<file path="src/hw/flc_pkg.sv">
package flc_pkg;

  // ----------------------------------------------------------------
  // register map
  // ----------------------------------------------------------------
  localparam logic [7:0] CMD_OFFSET      = 8'h00;
  localparam logic [7:0] DIM_OFFSET      = 8'h01;
  localparam logic [7:0] AUX_OFFSET      = 8'h02;
  localparam logic [7:0] STAT_OFFSET     = 8'h03;
  localparam logic [7:0] CMD_RESET       = 8'h00;
  localparam logic [7:0] DIM_RESET       = 8'h00;
  localparam logic [7:0] AUX_RESET       = 8'h00;
  localparam logic [7:0] STAT_RESET      = 8'h00;

  // ----------------------------------------------------------------
  // field positions
  // ----------------------------------------------------------------
  localparam int POWER_UP_BIT   = 7;
  localparam int SOFT_HW_TRIGGER_PIN_BIT  = 6;
  localparam int TORCH_EN_BIT   = 5;
  localparam int TEMP_MON_BIT   = 4;
  localparam int FLASH_TIME_LSB = 0;
  localparam int TORCH_LVL_LSB  = 4;
  localparam int FLASH_LVL_LSB  = 0;
  localparam int IND_CUR_LSB    = 4;
  localparam int IND_TIME_LSB   = 0;
  localparam int SHORTED_BIT    = 7;
  localparam int FLASH_RUN_BIT  = 6;
  localparam int OPEN_BIT       = 5;
  localparam int TEMP_WARN_BIT  = 4;
  localparam int TEMP_HIGH_BIT  = 3;
  localparam int CHIP_OT_BIT    = 2;
  localparam int OVERCUR_BIT    = 1;
  localparam int OUT_NOK_BIT    = 0;
  localparam logic [7:0] LATCHED_MASK    = 8'hBD;
  localparam logic [3:0] FLASH_INDEX_OFS = 4'h5;
  localparam logic [3:0] IND_CONTINUOUS  = 4'hF;

  // ----------------------------------------------------------------
  // timing
  // ----------------------------------------------------------------
  localparam int TICK_PERIOD_MS = 100;
  localparam int CORE_CLK_KHZ   = 100000;
  localparam int TICK_CYCLES    = TICK_PERIOD_MS * CORE_CLK_KHZ;
  localparam int OPEN_FILTER    = 3;

  // arbitrary value, normally set by the address strap
  localparam logic [6:0] SLAVE_ADDR = 7'h30;

  typedef enum logic [1:0] {
    MODE_SHUTDOWN = 2'h0,
    MODE_READY    = 2'h1,
    MODE_TORCH    = 2'h3,
    MODE_FLASH    = 2'h2
  } flc_mode_type;

  typedef enum logic [2:0] {
    SER_IDLE    = 3'h0,
    SER_DEVADDR = 3'h1,
    SER_SUBADDR = 3'h3,
    SER_WDATA   = 3'h2,
    SER_RDATA   = 3'h6
  } flc_ser_type;

endpackage

</file>
<file path="src/hw/flc_tick_gen.sv">
`timescale 1ns/1ps
module flc_tick_gen #(
  parameter int TICK_CYCLES = flc_pkg::TICK_CYCLES
) (
  input  wire logic clk,   // core clock
  input  wire logic rst_n, // async reset
  output logic      tick   // one-cycle pulse every step
);

  logic [23:0] div_reg;

  // free-running divider for the step enable
  always_ff @(posedge clk or negedge rst_n) begin
    if (!rst_n) begin
      div_reg <= 24'h000000;
      tick    <= 1'b0;
    end else if (div_reg == 24'(TICK_CYCLES - 1)) begin
      div_reg <= 24'h000000;
      tick    <= 1'b1;
    end else begin
      div_reg <= div_reg + 24'h000001;
      tick    <= 1'b0;
    end
  end

endmodule

</file>
<file path="src/hw/flc_i2c_slave.sv">
`timescale 1ns/1ps
module flc_i2c_slave (
  input  wire logic       clk,      // core clock
  input  wire logic       rst_n,    // async reset
  input  wire logic       scl_in,   // serial clock pin
  input  wire logic       sda_in,   // serial data pin
  output logic            sda_oe,   // pull data low
  input  wire logic [7:0] rd_data,  // value at ptr
  output logic [7:0]      ptr,      // register pointer
  output logic            wr_stb,   // write pulse
  output logic [7:0]      wr_data,  // write value
  output logic            rd_stb    // byte loaded for send
);

  logic [1:0]  scl_meta, sda_meta;
  logic [1:0]  scl_sync, sda_sync;
  logic [7:0]  sh_reg;
  logic [3:0]  cnt_reg;
  logic        ack_reg, rw_reg;
  flc_pkg::flc_ser_type st_reg;

  wire scl_rise = scl_sync[0] & ~scl_sync[1];
  wire scl_fall = ~scl_sync[0] & scl_sync[1];
  wire start_c  = scl_sync[0] & scl_sync[1] & ~sda_sync[0] & sda_sync[1];
  wire stop_c   = scl_sync[0] & scl_sync[1] & sda_sync[0] & ~sda_sync[1];

  // ----------------------------------------------------------------
  // pin synchronisers
  // ----------------------------------------------------------------
  always_ff @(posedge clk or negedge rst_n) begin
    if (!rst_n) begin
      scl_meta <= 2'h3;
      sda_meta <= 2'h3;
      scl_sync <= 2'h3;
      sda_sync <= 2'h3;
    end else begin
      scl_meta <= {scl_meta[0], scl_in};
      sda_meta <= {sda_meta[0], sda_in};
      scl_sync <= {scl_sync[0], scl_meta[1]};
      sda_sync <= {sda_sync[0], sda_meta[1]};
    end
  end

  // ----------------------------------------------------------------
  // byte engine
  // ----------------------------------------------------------------
  always_ff @(posedge clk or negedge rst_n) begin
    if (!rst_n) begin
      st_reg  <= flc_pkg::SER_IDLE;
      sh_reg  <= 8'h00;
      cnt_reg <= 4'h0;
      ack_reg <= 1'b0;
      rw_reg  <= 1'b0;
      sda_oe  <= 1'b0;
      ptr     <= 8'h00;
      wr_stb  <= 1'b0;
      wr_data <= 8'h00;
      rd_stb  <= 1'b0;
    end else begin
      wr_stb <= 1'b0;
      rd_stb <= 1'b0;
      if (start_c) begin
        st_reg  <= flc_pkg::SER_DEVADDR;
        cnt_reg <= 4'h0;
        ack_reg <= 1'b0;
        sda_oe  <= 1'b0;
      end else if (stop_c) begin
        st_reg <= flc_pkg::SER_IDLE;
        sda_oe <= 1'b0;
      end else if (scl_rise && st_reg != flc_pkg::SER_IDLE) begin
        if (!ack_reg) begin
          cnt_reg <= cnt_reg + 4'h1;
          if (st_reg != flc_pkg::SER_RDATA) sh_reg <= {sh_reg[6:0], sda_sync[0]};
        end else if (st_reg == flc_pkg::SER_RDATA && sda_sync[0]) begin
          st_reg <= flc_pkg::SER_IDLE;
        end
      end else if (scl_fall && st_reg != flc_pkg::SER_IDLE) begin
        if (!ack_reg && cnt_reg == 4'h8) begin
          ack_reg <= 1'b1;
          sda_oe  <= (st_reg != flc_pkg::SER_RDATA);
          case (st_reg)
            flc_pkg::SER_DEVADDR: begin
              rw_reg <= sh_reg[0];
              if (sh_reg[7:1] != flc_pkg::SLAVE_ADDR) begin
                st_reg <= flc_pkg::SER_IDLE;
                sda_oe <= 1'b0;
              end
            end
            flc_pkg::SER_SUBADDR: ptr <= sh_reg;
            flc_pkg::SER_WDATA: begin
              wr_stb  <= 1'b1;
              wr_data <= sh_reg;
            end
            default: ptr <= ptr + 8'h01;
          endcase
        end else if (ack_reg) begin
          ack_reg <= 1'b0;
          cnt_reg <= 4'h0;
          sda_oe  <= 1'b0;
          if (st_reg == flc_pkg::SER_WDATA) ptr <= ptr + 8'h01;
          if ((st_reg == flc_pkg::SER_DEVADDR && rw_reg) || st_reg == flc_pkg::SER_RDATA) begin
            st_reg <= flc_pkg::SER_RDATA;
            sh_reg <= rd_data;
            sda_oe <= ~rd_data[7];
            rd_stb <= 1'b1;
          end else if (st_reg == flc_pkg::SER_DEVADDR) begin
            st_reg <= flc_pkg::SER_SUBADDR;
          end else begin
            st_reg <= flc_pkg::SER_WDATA;
          end
        end else if (st_reg == flc_pkg::SER_RDATA) begin
          sh_reg <= {sh_reg[6:0], 1'b0};
          sda_oe <= ~sh_reg[6];
        end
      end
    end
  end

endmodule

</file>
<file path="src/hw/flc_regs_top.sv">
`timescale 1ns/1ps
module flc_regs_top #(
  parameter int TICK_CYCLES = flc_pkg::TICK_CYCLES
) (
  input  wire logic  CORE_CLK,          // core clock
  input  wire logic  RST_N,             // async reset, active low
  input  wire logic  SCL_IN,            // serial clock pin
  input  wire logic  SDA_IN,            // serial data pin level
  output logic       SDA_OUT,           // serial data drive value
  output logic       SDA_OE,            // serial data drive enable
  input  wire logic  HW_TRIGGER_PIN,    // flash trigger pin
  input  wire logic  MIRROR_HIGH,       // mirror above short threshold
  input  wire logic  VOUT_OVER,         // output overvoltage
  input  wire logic  TEMP_WARN,         // sense above warning level
  input  wire logic  TEMP_HIGH,         // sense above high level
  input  wire logic  CHIP_OVERTEMP,     // die overtemperature
  input  wire logic  OVERCURRENT,       // inductor peak current
  input  wire logic  OUTPUT_NOT_OK,     // output failed to charge
  output logic       ATTENTION_N_OUT,   // attention drive value
  output logic       ATTENTION_N_OE,    // attention pull-low enable
  output logic       ANALOG_ENABLE,     // analog and power blocks on
  output logic       TEMP_COMP_ENABLE,  // temperature comparators on
  output logic [1:0] MODE,              // operating mode
  output logic       LED_ENABLE,        // main led current on
  output logic [3:0] CURRENT_INDEX,     // internal current index
  output logic [3:0] INDICATOR_CURRENT  // indicator current code
);

  logic [7:0] cmd_reg, led_dimming, aux_reg, stat_reg;
  logic [7:0] meta_reg, sync_reg;
  logic [2:0] open_hist_reg;
  logic [3:0] flash_cnt_reg, ind_cnt_reg;
  logic       ind_on_reg;
  flc_pkg::flc_mode_type mode_reg, mode_next;
  logic [7:0] ptr, wr_data, rd_value, stat_set, stat_view;
  logic       wr_stb, rd_stb, tick, sda_oe_i;

  function automatic logic hit(input logic [7:0] a, input logic [7:0] ofs);
    hit = (a == ofs);
  endfunction

  // ----------------------------------------------------------------
  // submodules
  // ----------------------------------------------------------------
  flc_i2c_slave u_ser (
    .clk     (CORE_CLK),
    .rst_n   (RST_N),
    .scl_in  (SCL_IN),
    .sda_in  (SDA_IN),
    .sda_oe  (sda_oe_i),
    .rd_data (rd_value),
    .ptr     (ptr),
    .wr_stb  (wr_stb),
    .wr_data (wr_data),
    .rd_stb  (rd_stb)
  );

  flc_tick_gen #(.TICK_CYCLES(TICK_CYCLES)) u_tick (
    .clk   (CORE_CLK),
    .rst_n (RST_N),
    .tick  (tick)
  );

  assign SDA_OE          = sda_oe_i;
  assign SDA_OUT         = 1'b0;
  assign ATTENTION_N_OUT = 1'b0;

  // ----------------------------------------------------------------
  // input synchronisers: hw_trigger_pin, mirror, vout, warn, high, ot, oc, nok
  // ----------------------------------------------------------------
  always_ff @(posedge CORE_CLK or negedge RST_N) begin
    if (!RST_N) begin
      meta_reg      <= 8'h00;
      sync_reg      <= 8'h00;
      open_hist_reg <= 3'h0;
    end else begin
      meta_reg      <= {HW_TRIGGER_PIN, MIRROR_HIGH, VOUT_OVER, TEMP_WARN,
                        TEMP_HIGH, CHIP_OVERTEMP, OVERCURRENT, OUTPUT_NOT_OK};
      sync_reg      <= meta_reg;
      open_hist_reg <= {open_hist_reg[1:0], sync_reg[5]};
    end
  end

  // ----------------------------------------------------------------
  // mode control
  // ----------------------------------------------------------------
  wire power_on    = cmd_reg[flc_pkg::POWER_UP_BIT];
  wire flash_on    = cmd_reg[flc_pkg::SOFT_HW_TRIGGER_PIN_BIT] & sync_reg[7];
  wire led_mode    = (mode_reg == flc_pkg::MODE_TORCH) || (mode_reg == flc_pkg::MODE_FLASH);
  wire mon_active  = led_mode || (mode_reg == flc_pkg::MODE_READY &&
                                  cmd_reg[flc_pkg::TEMP_MON_BIT]);
  wire flash_exp   = (mode_reg == flc_pkg::MODE_FLASH) && (flash_cnt_reg == 4'h0);
  wire open_evt    = led_mode && sync_reg[5] && (&open_hist_reg);
  wire fault_force = led_mode && (open_evt || (mon_active && sync_reg[3]) ||
                                  sync_reg[2] || sync_reg[0]);
  wire stat_clr    = rd_stb && hit(ptr, flc_pkg::STAT_OFFSET);
  wire enter_sd    = (mode_next == flc_pkg::MODE_SHUTDOWN) &&
                     (mode_reg != flc_pkg::MODE_SHUTDOWN);

  always_comb begin
    if (!power_on) begin
      mode_next = flc_pkg::MODE_SHUTDOWN;
    end else if (fault_force || flash_exp) begin
      mode_next = flc_pkg::MODE_READY;
    end else if (flash_on) begin
      mode_next = flc_pkg::MODE_FLASH;
    end else if (cmd_reg[flc_pkg::TORCH_EN_BIT]) begin
      mode_next = flc_pkg::MODE_TORCH;
    end else begin
      mode_next = flc_pkg::MODE_READY;
    end
  end

  always_ff @(posedge CORE_CLK or negedge RST_N) begin
    if (!RST_N) mode_reg <= flc_pkg::MODE_SHUTDOWN;
    else        mode_reg <= mode_next;
  end

  // ----------------------------------------------------------------
  // software registers
  // ----------------------------------------------------------------
  always_ff @(posedge CORE_CLK or negedge RST_N) begin
    if (!RST_N) begin
      cmd_reg <= flc_pkg::CMD_RESET;
    end else begin
      if (wr_stb && hit(ptr, flc_pkg::CMD_OFFSET)) cmd_reg <= wr_data;
      if (flash_exp || fault_force) cmd_reg[flc_pkg::SOFT_HW_TRIGGER_PIN_BIT] <= 1'b0;
      if (fault_force) cmd_reg[flc_pkg::TORCH_EN_BIT] <= 1'b0;
    end
  end

  always_ff @(posedge CORE_CLK or negedge RST_N) begin
    if (!RST_N) begin
      led_dimming <= flc_pkg::DIM_RESET;
      aux_reg <= flc_pkg::AUX_RESET;
    end else if (enter_sd) begin
      led_dimming <= flc_pkg::DIM_RESET;
      aux_reg <= flc_pkg::AUX_RESET;
    end else if (wr_stb) begin
      if (hit(ptr, flc_pkg::DIM_OFFSET)) led_dimming <= wr_data & 8'h77;
      if (hit(ptr, flc_pkg::AUX_OFFSET)) aux_reg <= wr_data;
    end
  end

  always_comb begin
    case (ptr)
      flc_pkg::CMD_OFFSET:  rd_value = cmd_reg;
      flc_pkg::DIM_OFFSET:  rd_value = led_dimming;
      flc_pkg::AUX_OFFSET:  rd_value = aux_reg;
      flc_pkg::STAT_OFFSET: rd_value = stat_view;
      default:              rd_value = 8'h00;
    endcase
  end

  // ----------------------------------------------------------------
  // flash countdown and indicator timer
  // ----------------------------------------------------------------
  always_ff @(posedge CORE_CLK or negedge RST_N) begin
    if (!RST_N) begin
      flash_cnt_reg <= 4'h0;
    end else if (wr_stb && hit(ptr, flc_pkg::CMD_OFFSET)) begin
      flash_cnt_reg <= wr_data[flc_pkg::FLASH_TIME_LSB +: 4];
    end else if (tick && mode_reg == flc_pkg::MODE_FLASH && flash_cnt_reg != 4'h0) begin
      flash_cnt_reg <= flash_cnt_reg - 4'h1;
    end
  end

  wire [3:0] ind_time = aux_reg[flc_pkg::IND_TIME_LSB +: 4];

  always_ff @(posedge CORE_CLK or negedge RST_N) begin
    if (!RST_N) begin
      ind_on_reg  <= 1'b0;
      ind_cnt_reg <= 4'h0;
    end else if (enter_sd) begin
      ind_on_reg <= 1'b0;
    end else if (wr_stb && hit(ptr, flc_pkg::AUX_OFFSET)) begin
      ind_on_reg  <= (wr_data[flc_pkg::IND_CUR_LSB +: 4] != 4'h0) &&
                     (wr_data[flc_pkg::IND_TIME_LSB +: 4] != 4'h0);
      ind_cnt_reg <= wr_data[flc_pkg::IND_TIME_LSB +: 4];
    end else if (tick && ind_on_reg && ind_time != flc_pkg::IND_CONTINUOUS) begin
      ind_cnt_reg <= ind_cnt_reg - 4'h1;
      if (ind_cnt_reg <= 4'h1) ind_on_reg <= 1'b0;
    end
  end

  // ----------------------------------------------------------------
  // status flags and attention
  // ----------------------------------------------------------------
  always_comb begin
    stat_set = 8'h00;
    stat_set[flc_pkg::SHORTED_BIT]   = led_mode && sync_reg[6];
    stat_set[flc_pkg::OPEN_BIT]      = open_evt;
    stat_set[flc_pkg::TEMP_WARN_BIT] = mon_active && sync_reg[4];
    stat_set[flc_pkg::TEMP_HIGH_BIT] = mon_active && sync_reg[3];
    stat_set[flc_pkg::CHIP_OT_BIT]   = power_on && sync_reg[2];
    stat_set[flc_pkg::OUT_NOK_BIT]   = power_on && sync_reg[0];
    stat_view = stat_reg;
    stat_view[flc_pkg::FLASH_RUN_BIT] = (mode_reg == flc_pkg::MODE_FLASH);
    stat_view[flc_pkg::OVERCUR_BIT]   = sync_reg[1];
  end

  always_ff @(posedge CORE_CLK or negedge RST_N) begin
    if (!RST_N) begin
      stat_reg       <= flc_pkg::STAT_RESET;
      ATTENTION_N_OE <= 1'b0;
    end else begin
      stat_reg       <= ((stat_clr ? 8'h00 : stat_reg) | stat_set) &
                        flc_pkg::LATCHED_MASK;
      ATTENTION_N_OE <= (ATTENTION_N_OE && !stat_clr) || (|stat_set) ||
                        flash_exp;
    end
  end

  // ----------------------------------------------------------------
  // registered outputs
  // ----------------------------------------------------------------
  always_ff @(posedge CORE_CLK or negedge RST_N) begin
    if (!RST_N) begin
      ANALOG_ENABLE     <= 1'b0;
      TEMP_COMP_ENABLE  <= 1'b0;
      MODE              <= 2'h0;
      LED_ENABLE        <= 1'b0;
      CURRENT_INDEX     <= 4'h0;
      INDICATOR_CURRENT <= 4'h0;
    end else begin
      ANALOG_ENABLE    <= (mode_reg != flc_pkg::MODE_SHUTDOWN);
      TEMP_COMP_ENABLE <= mon_active;
      MODE             <= mode_reg;
      LED_ENABLE       <= led_mode;
      case (mode_reg)
        flc_pkg::MODE_TORCH: CURRENT_INDEX <= {1'b0, led_dimming[flc_pkg::TORCH_LVL_LSB +: 3]};
        flc_pkg::MODE_FLASH: CURRENT_INDEX <= {1'b0, led_dimming[flc_pkg::FLASH_LVL_LSB +: 3]}
                                              + flc_pkg::FLASH_INDEX_OFS;
        default:             CURRENT_INDEX <= 4'h0;
      endcase
      INDICATOR_CURRENT <= (mode_reg == flc_pkg::MODE_READY && ind_on_reg) ?
                           aux_reg[flc_pkg::IND_CUR_LSB +: 4] : 4'h0;
    end
  end
endmodule

</file>
<file path="config.mk">
export PLATFORM = sky130hd
export DESIGN_NAME = flc_regs_top
export DESIGN_NICKNAME = d
export VERILOG_FILES = /design/src/hw/flc_pkg.sv /design/src/hw/flc_tick_gen.sv /design/src/hw/flc_i2c_slave.sv /design/src/hw/flc_regs_top.sv
export SDC_FILE = /design/constraint.sdc
export NUM_CORES = 1
export LEC_CHECK = 0
export ABC_AREA = 1
export BUFFER_PORTS_ARGS = -buffer_cell sky130_fd_sc_hd__clkbuf_2
export CAP_MARGIN = 10
export CELL_PAD_IN_SITES_DETAIL_PLACEMENT = 1
export CELL_PAD_IN_SITES_GLOBAL_PLACEMENT = 1
export CORE_MARGIN = 3
export CORE_UTILIZATION = 42
export CTS_BUF_LIST = sky130_fd_sc_hd__clkbuf_16
export CTS_CLUSTER_SIZE = 25
export DETAILED_ROUTE_END_ITERATION = 6
export PLACE_DENSITY_LB_ADDON = 0.1
export RECOVER_POWER = 50
export SYNTH_ARGS = -nofsm -noshare
export SYNTH_HDL_FRONTEND = slang
export SYNTH_SLANG_ARGS = --single-unit
</file>
<file path="constraint.sdc">
create_clock -name CORE_CLK -period 1.4 [get_ports CORE_CLK]
set_input_delay 0.14 -clock CORE_CLK [delete_from_list [all_inputs] [get_ports CORE_CLK]]
set_output_delay 0.14 -clock CORE_CLK [all_outputs]
set_load 0.1 [all_outputs]
</file>
==> flow_summary.json <==
{
  "status": "complete, but fails checks",
  "violations": "setup timing",
  "die_w_um": 133,
  "rsz0062_at_grt": "true",
  "min_period_ns": 1.90,
  "drt-wirelength-per-cell_um": 28.2,
  "slowest_delay_ns": 0.44,
  "synth_cells": 826,
  "p_per_area_nw_per_um2": 1160,
  "endpoint_kind": "flop",
  "path_clk_slew_ns": 0.08,
  "h-tree-depth": 4,
  "dieArea_um2": 17700,
  "synth_top_area_share_pct": 49.0,
  "cts_buffer_depth": 2,
  "relSlewSlack_pct": 19.7,
  "r2r_cells": 9,
  "clk_latency_ns": 0.46,
  "finalHoldViolCount": 0,
  "largest_reg_flops": 24,
  "grt_max_degree": 40,
  "tightest_slew_ns": 1.20,
  "vias": 7836,
  "rows": 45,
  "cp.buffers_inverters": 3,
  "grt_pass1_vias": 8082,
  "maxSlewViolCount": 0,
  "p_leak_uw": 0.00548,
  "ys_top_cells_by_area": "dfrtp_1, nand2_1, inv_1",
  "r2r_start": "u_ser.cnt_reg[0]",
  "synth_seq_cells": 141,
  "synth_top_area_cell": "dfrtp_1",
  "synth_area_um2": 6790,
  "synth.distinct_cells": 41,
  "nNetsFinal": 1106,
  "drive_gt1_share_pct": 52.4,
  "synth-edff-count": 0,
  "cp-start-kind": "flop",
  "synth-main-ff-cell": "dfrtp_1",
  "ys_warn_count": 0,
  "min_from": "SCL_IN",
  "avgSynthCellArea_um2": 8.23,
  "start_util_pct": 43.7,
  "fillCellCount": 1686,
  "hold_depth": 2,
  "critical_path_required_ns": 1.78,
  "first_pass_iters": 5,
  "cts_made_buffers": 17,
  "antenna_found_initial": 0,
  "r2r_slack_ns": -0.50,
  "cts.sinks": 141,
  "path_delay_family": "compound AO/OA/AOI/OAI gates",
  "grt_pass1_wl_mm": 44.5,
  "finalSetupViolations": 117,
  "utilization_pct": 71.5,
  "critical_path.startpoint": "u_ser.cnt_reg[0]",
  "fmax_ghz": 0.526,
  "seq_area_frac_synth_pct": 52.1,
  "root_buffer": "clkbuf_16",
  "crit_fanout": 7,
  "hpwl_mm": 15.9,
  "routed_wl_mm": 36.8,
  "dp_cells": 1183,
  "detail_route.vias_per_cell": 6.00,
  "cp_cell_sequence": "inv_2, ha_4, nand3_4, nor2_4, buf_6, buf_4, o21ai_0, nand2_2, o21ai_1",
  "finalCritPeriodShare_pct": 136,
  "min_path_type": "in2reg",
  "gp_congestion": 0.907,
  "die_h_um": 133,
  "timing.final.ws_setup_ns": -0.502,
  "fin_cells": 1306,
  "area_delta_synth_final_pct": 63.5,
  "fin_skew_ns": 0.0125,
  "path_class": "reg2reg",
  "path_depth": 9,
  "antennaDiodeCount": 0,
  "core_area_um2": 15500,
  "design_area_um2": 11100,
  "slowest_stage": "o21ai_0",
  "grt-ovfl-total": 0,
  "post_dp_cell_area_um2": 8200,
  "cts_tree": "built",
  "ant_nets": 0,
  "port_buffers": 26,
  "grt_use_total_pct": 32.4,
  "async_reset_ff_share_pct": 100,
  "drc": 0,
  "cap_viol_max_count": 0,
  "cp.arrival_ns": 2.28,
  "boundaryPins": 29,
  "peakVddDrop_mv": 1.16,
  "drt_iter0_drc": 546
}
[stage by stage]
| step | TNS [ns] | worst slack [ns] | hold slack, ns | power, uW |
|---|---|---|---|---|
| after global placement | -7.56 | -0.236 | 0.0847 | 6520 |
| after global routing | -31.32 | -0.544 | 0.331 | 13200 |
| after CTS | -8.73 | -0.253 | 0.192 | 11800 |
| after detailed placement | -14.76 | -0.316 | 0.0895 | 6650 |
| final | -24.16 | -0.502 | 0.327 | 12900 |
| after floorplan | -0.719 | -0.0717 | -0.156 | 5630 |
[layer usage]
layer  wire length, um  GRT usage [%]
met5                 0              0
met4              2760           16.1
met3              2550           5.66
met2             18400           60.6
met1             13000           35.1
[report_power, final]
part	total [uW]	leakage (uW)	switching (uW)	internal, uW
combinational	3470	0.00337	2150	1320
clock	4840	0.000279	2300	2540
sequential	4600	0.00183	280	4320
total	12900	0.00548	4730	8180
[cell usage in the layout (no fill, tap or decap), drive strengths merged, types with 12 or more instances in the layout]
cell    count
nand4      14
clkbuf     40
nand2     245
o21ai      51
xor2       17
dfrtp     133
a21oi      14
nand3      68
ha         12
nor3       16
inv       118
nor2      101
buf       206
[kinds of logic (layout without fill, tap and decap cells)]
kind of cell / after synthesis / after routing / synth area share (%)
AOI/OAI and AO/OA: 79 / 79 / 6.48
xor gates and xnor gates: 21 / 21 / 2.71
adders and majority gates: 12 / 12 / 2.21
buffers and inverters: 118 / 384 / 6.83
DFF: 141 / 141 / 52.1
other: 1 / 2 / 0.0552
and+or+nand+nor: 454 / 456 / 29.6
[worst paths after layout]
check	endpoint
worst min register to register	sync_reg[4]
worst max register to register	u_ser.ptr[0]
min in group asynchronous	LED_ENABLE
worst max-delay path	u_ser.ptr[0]
max in group asynchronous	cmd_reg[3]
worst min-delay path	u_ser.scl_meta[0]
[cell usage after synthesis (6+ instances only)]
library cell	instances
nand2_1	233
dfrtp_1	133
inv_1	102
nor2_1	89
nand3_1	64
o21ai_0	32
o21ai_1	18
xor2_1	17
nor3_1	15
a21oi_1	14
nand4_1	14
ha_1	12
dfstp_2	8
inv_2	8
nand2_2	7
nor2_2	6
nor2_4	6
nor4_1	6
[final cells by class]
type	count	area [um^2]	share of cell area, %
Timing Repair Buffer	240	2010	18.1
Clock inverter	15	170	1.53
Clock buffer	17	425	3.83
Timing Repair inverter	1	6.26	0.0563
Inverter	111	458	4.12
Multi-Input combinational cell	570	4220	37.9
Tap cell	211	264	2.38
Sequential cell	141	3560	32.1
[what timing repair did]
action / in CTS / in global routing
setup buffers: 43 / 43
cloned: 2 / 1
endpoints found under the setup margin: 99 / 104
gates resized for setup: 227 / 225
hold buffers: 11 / 0
pin swaps: 71 / 86
endpoints found under the hold margin: 127 / 0
Power figures use the tool's default switching activity.
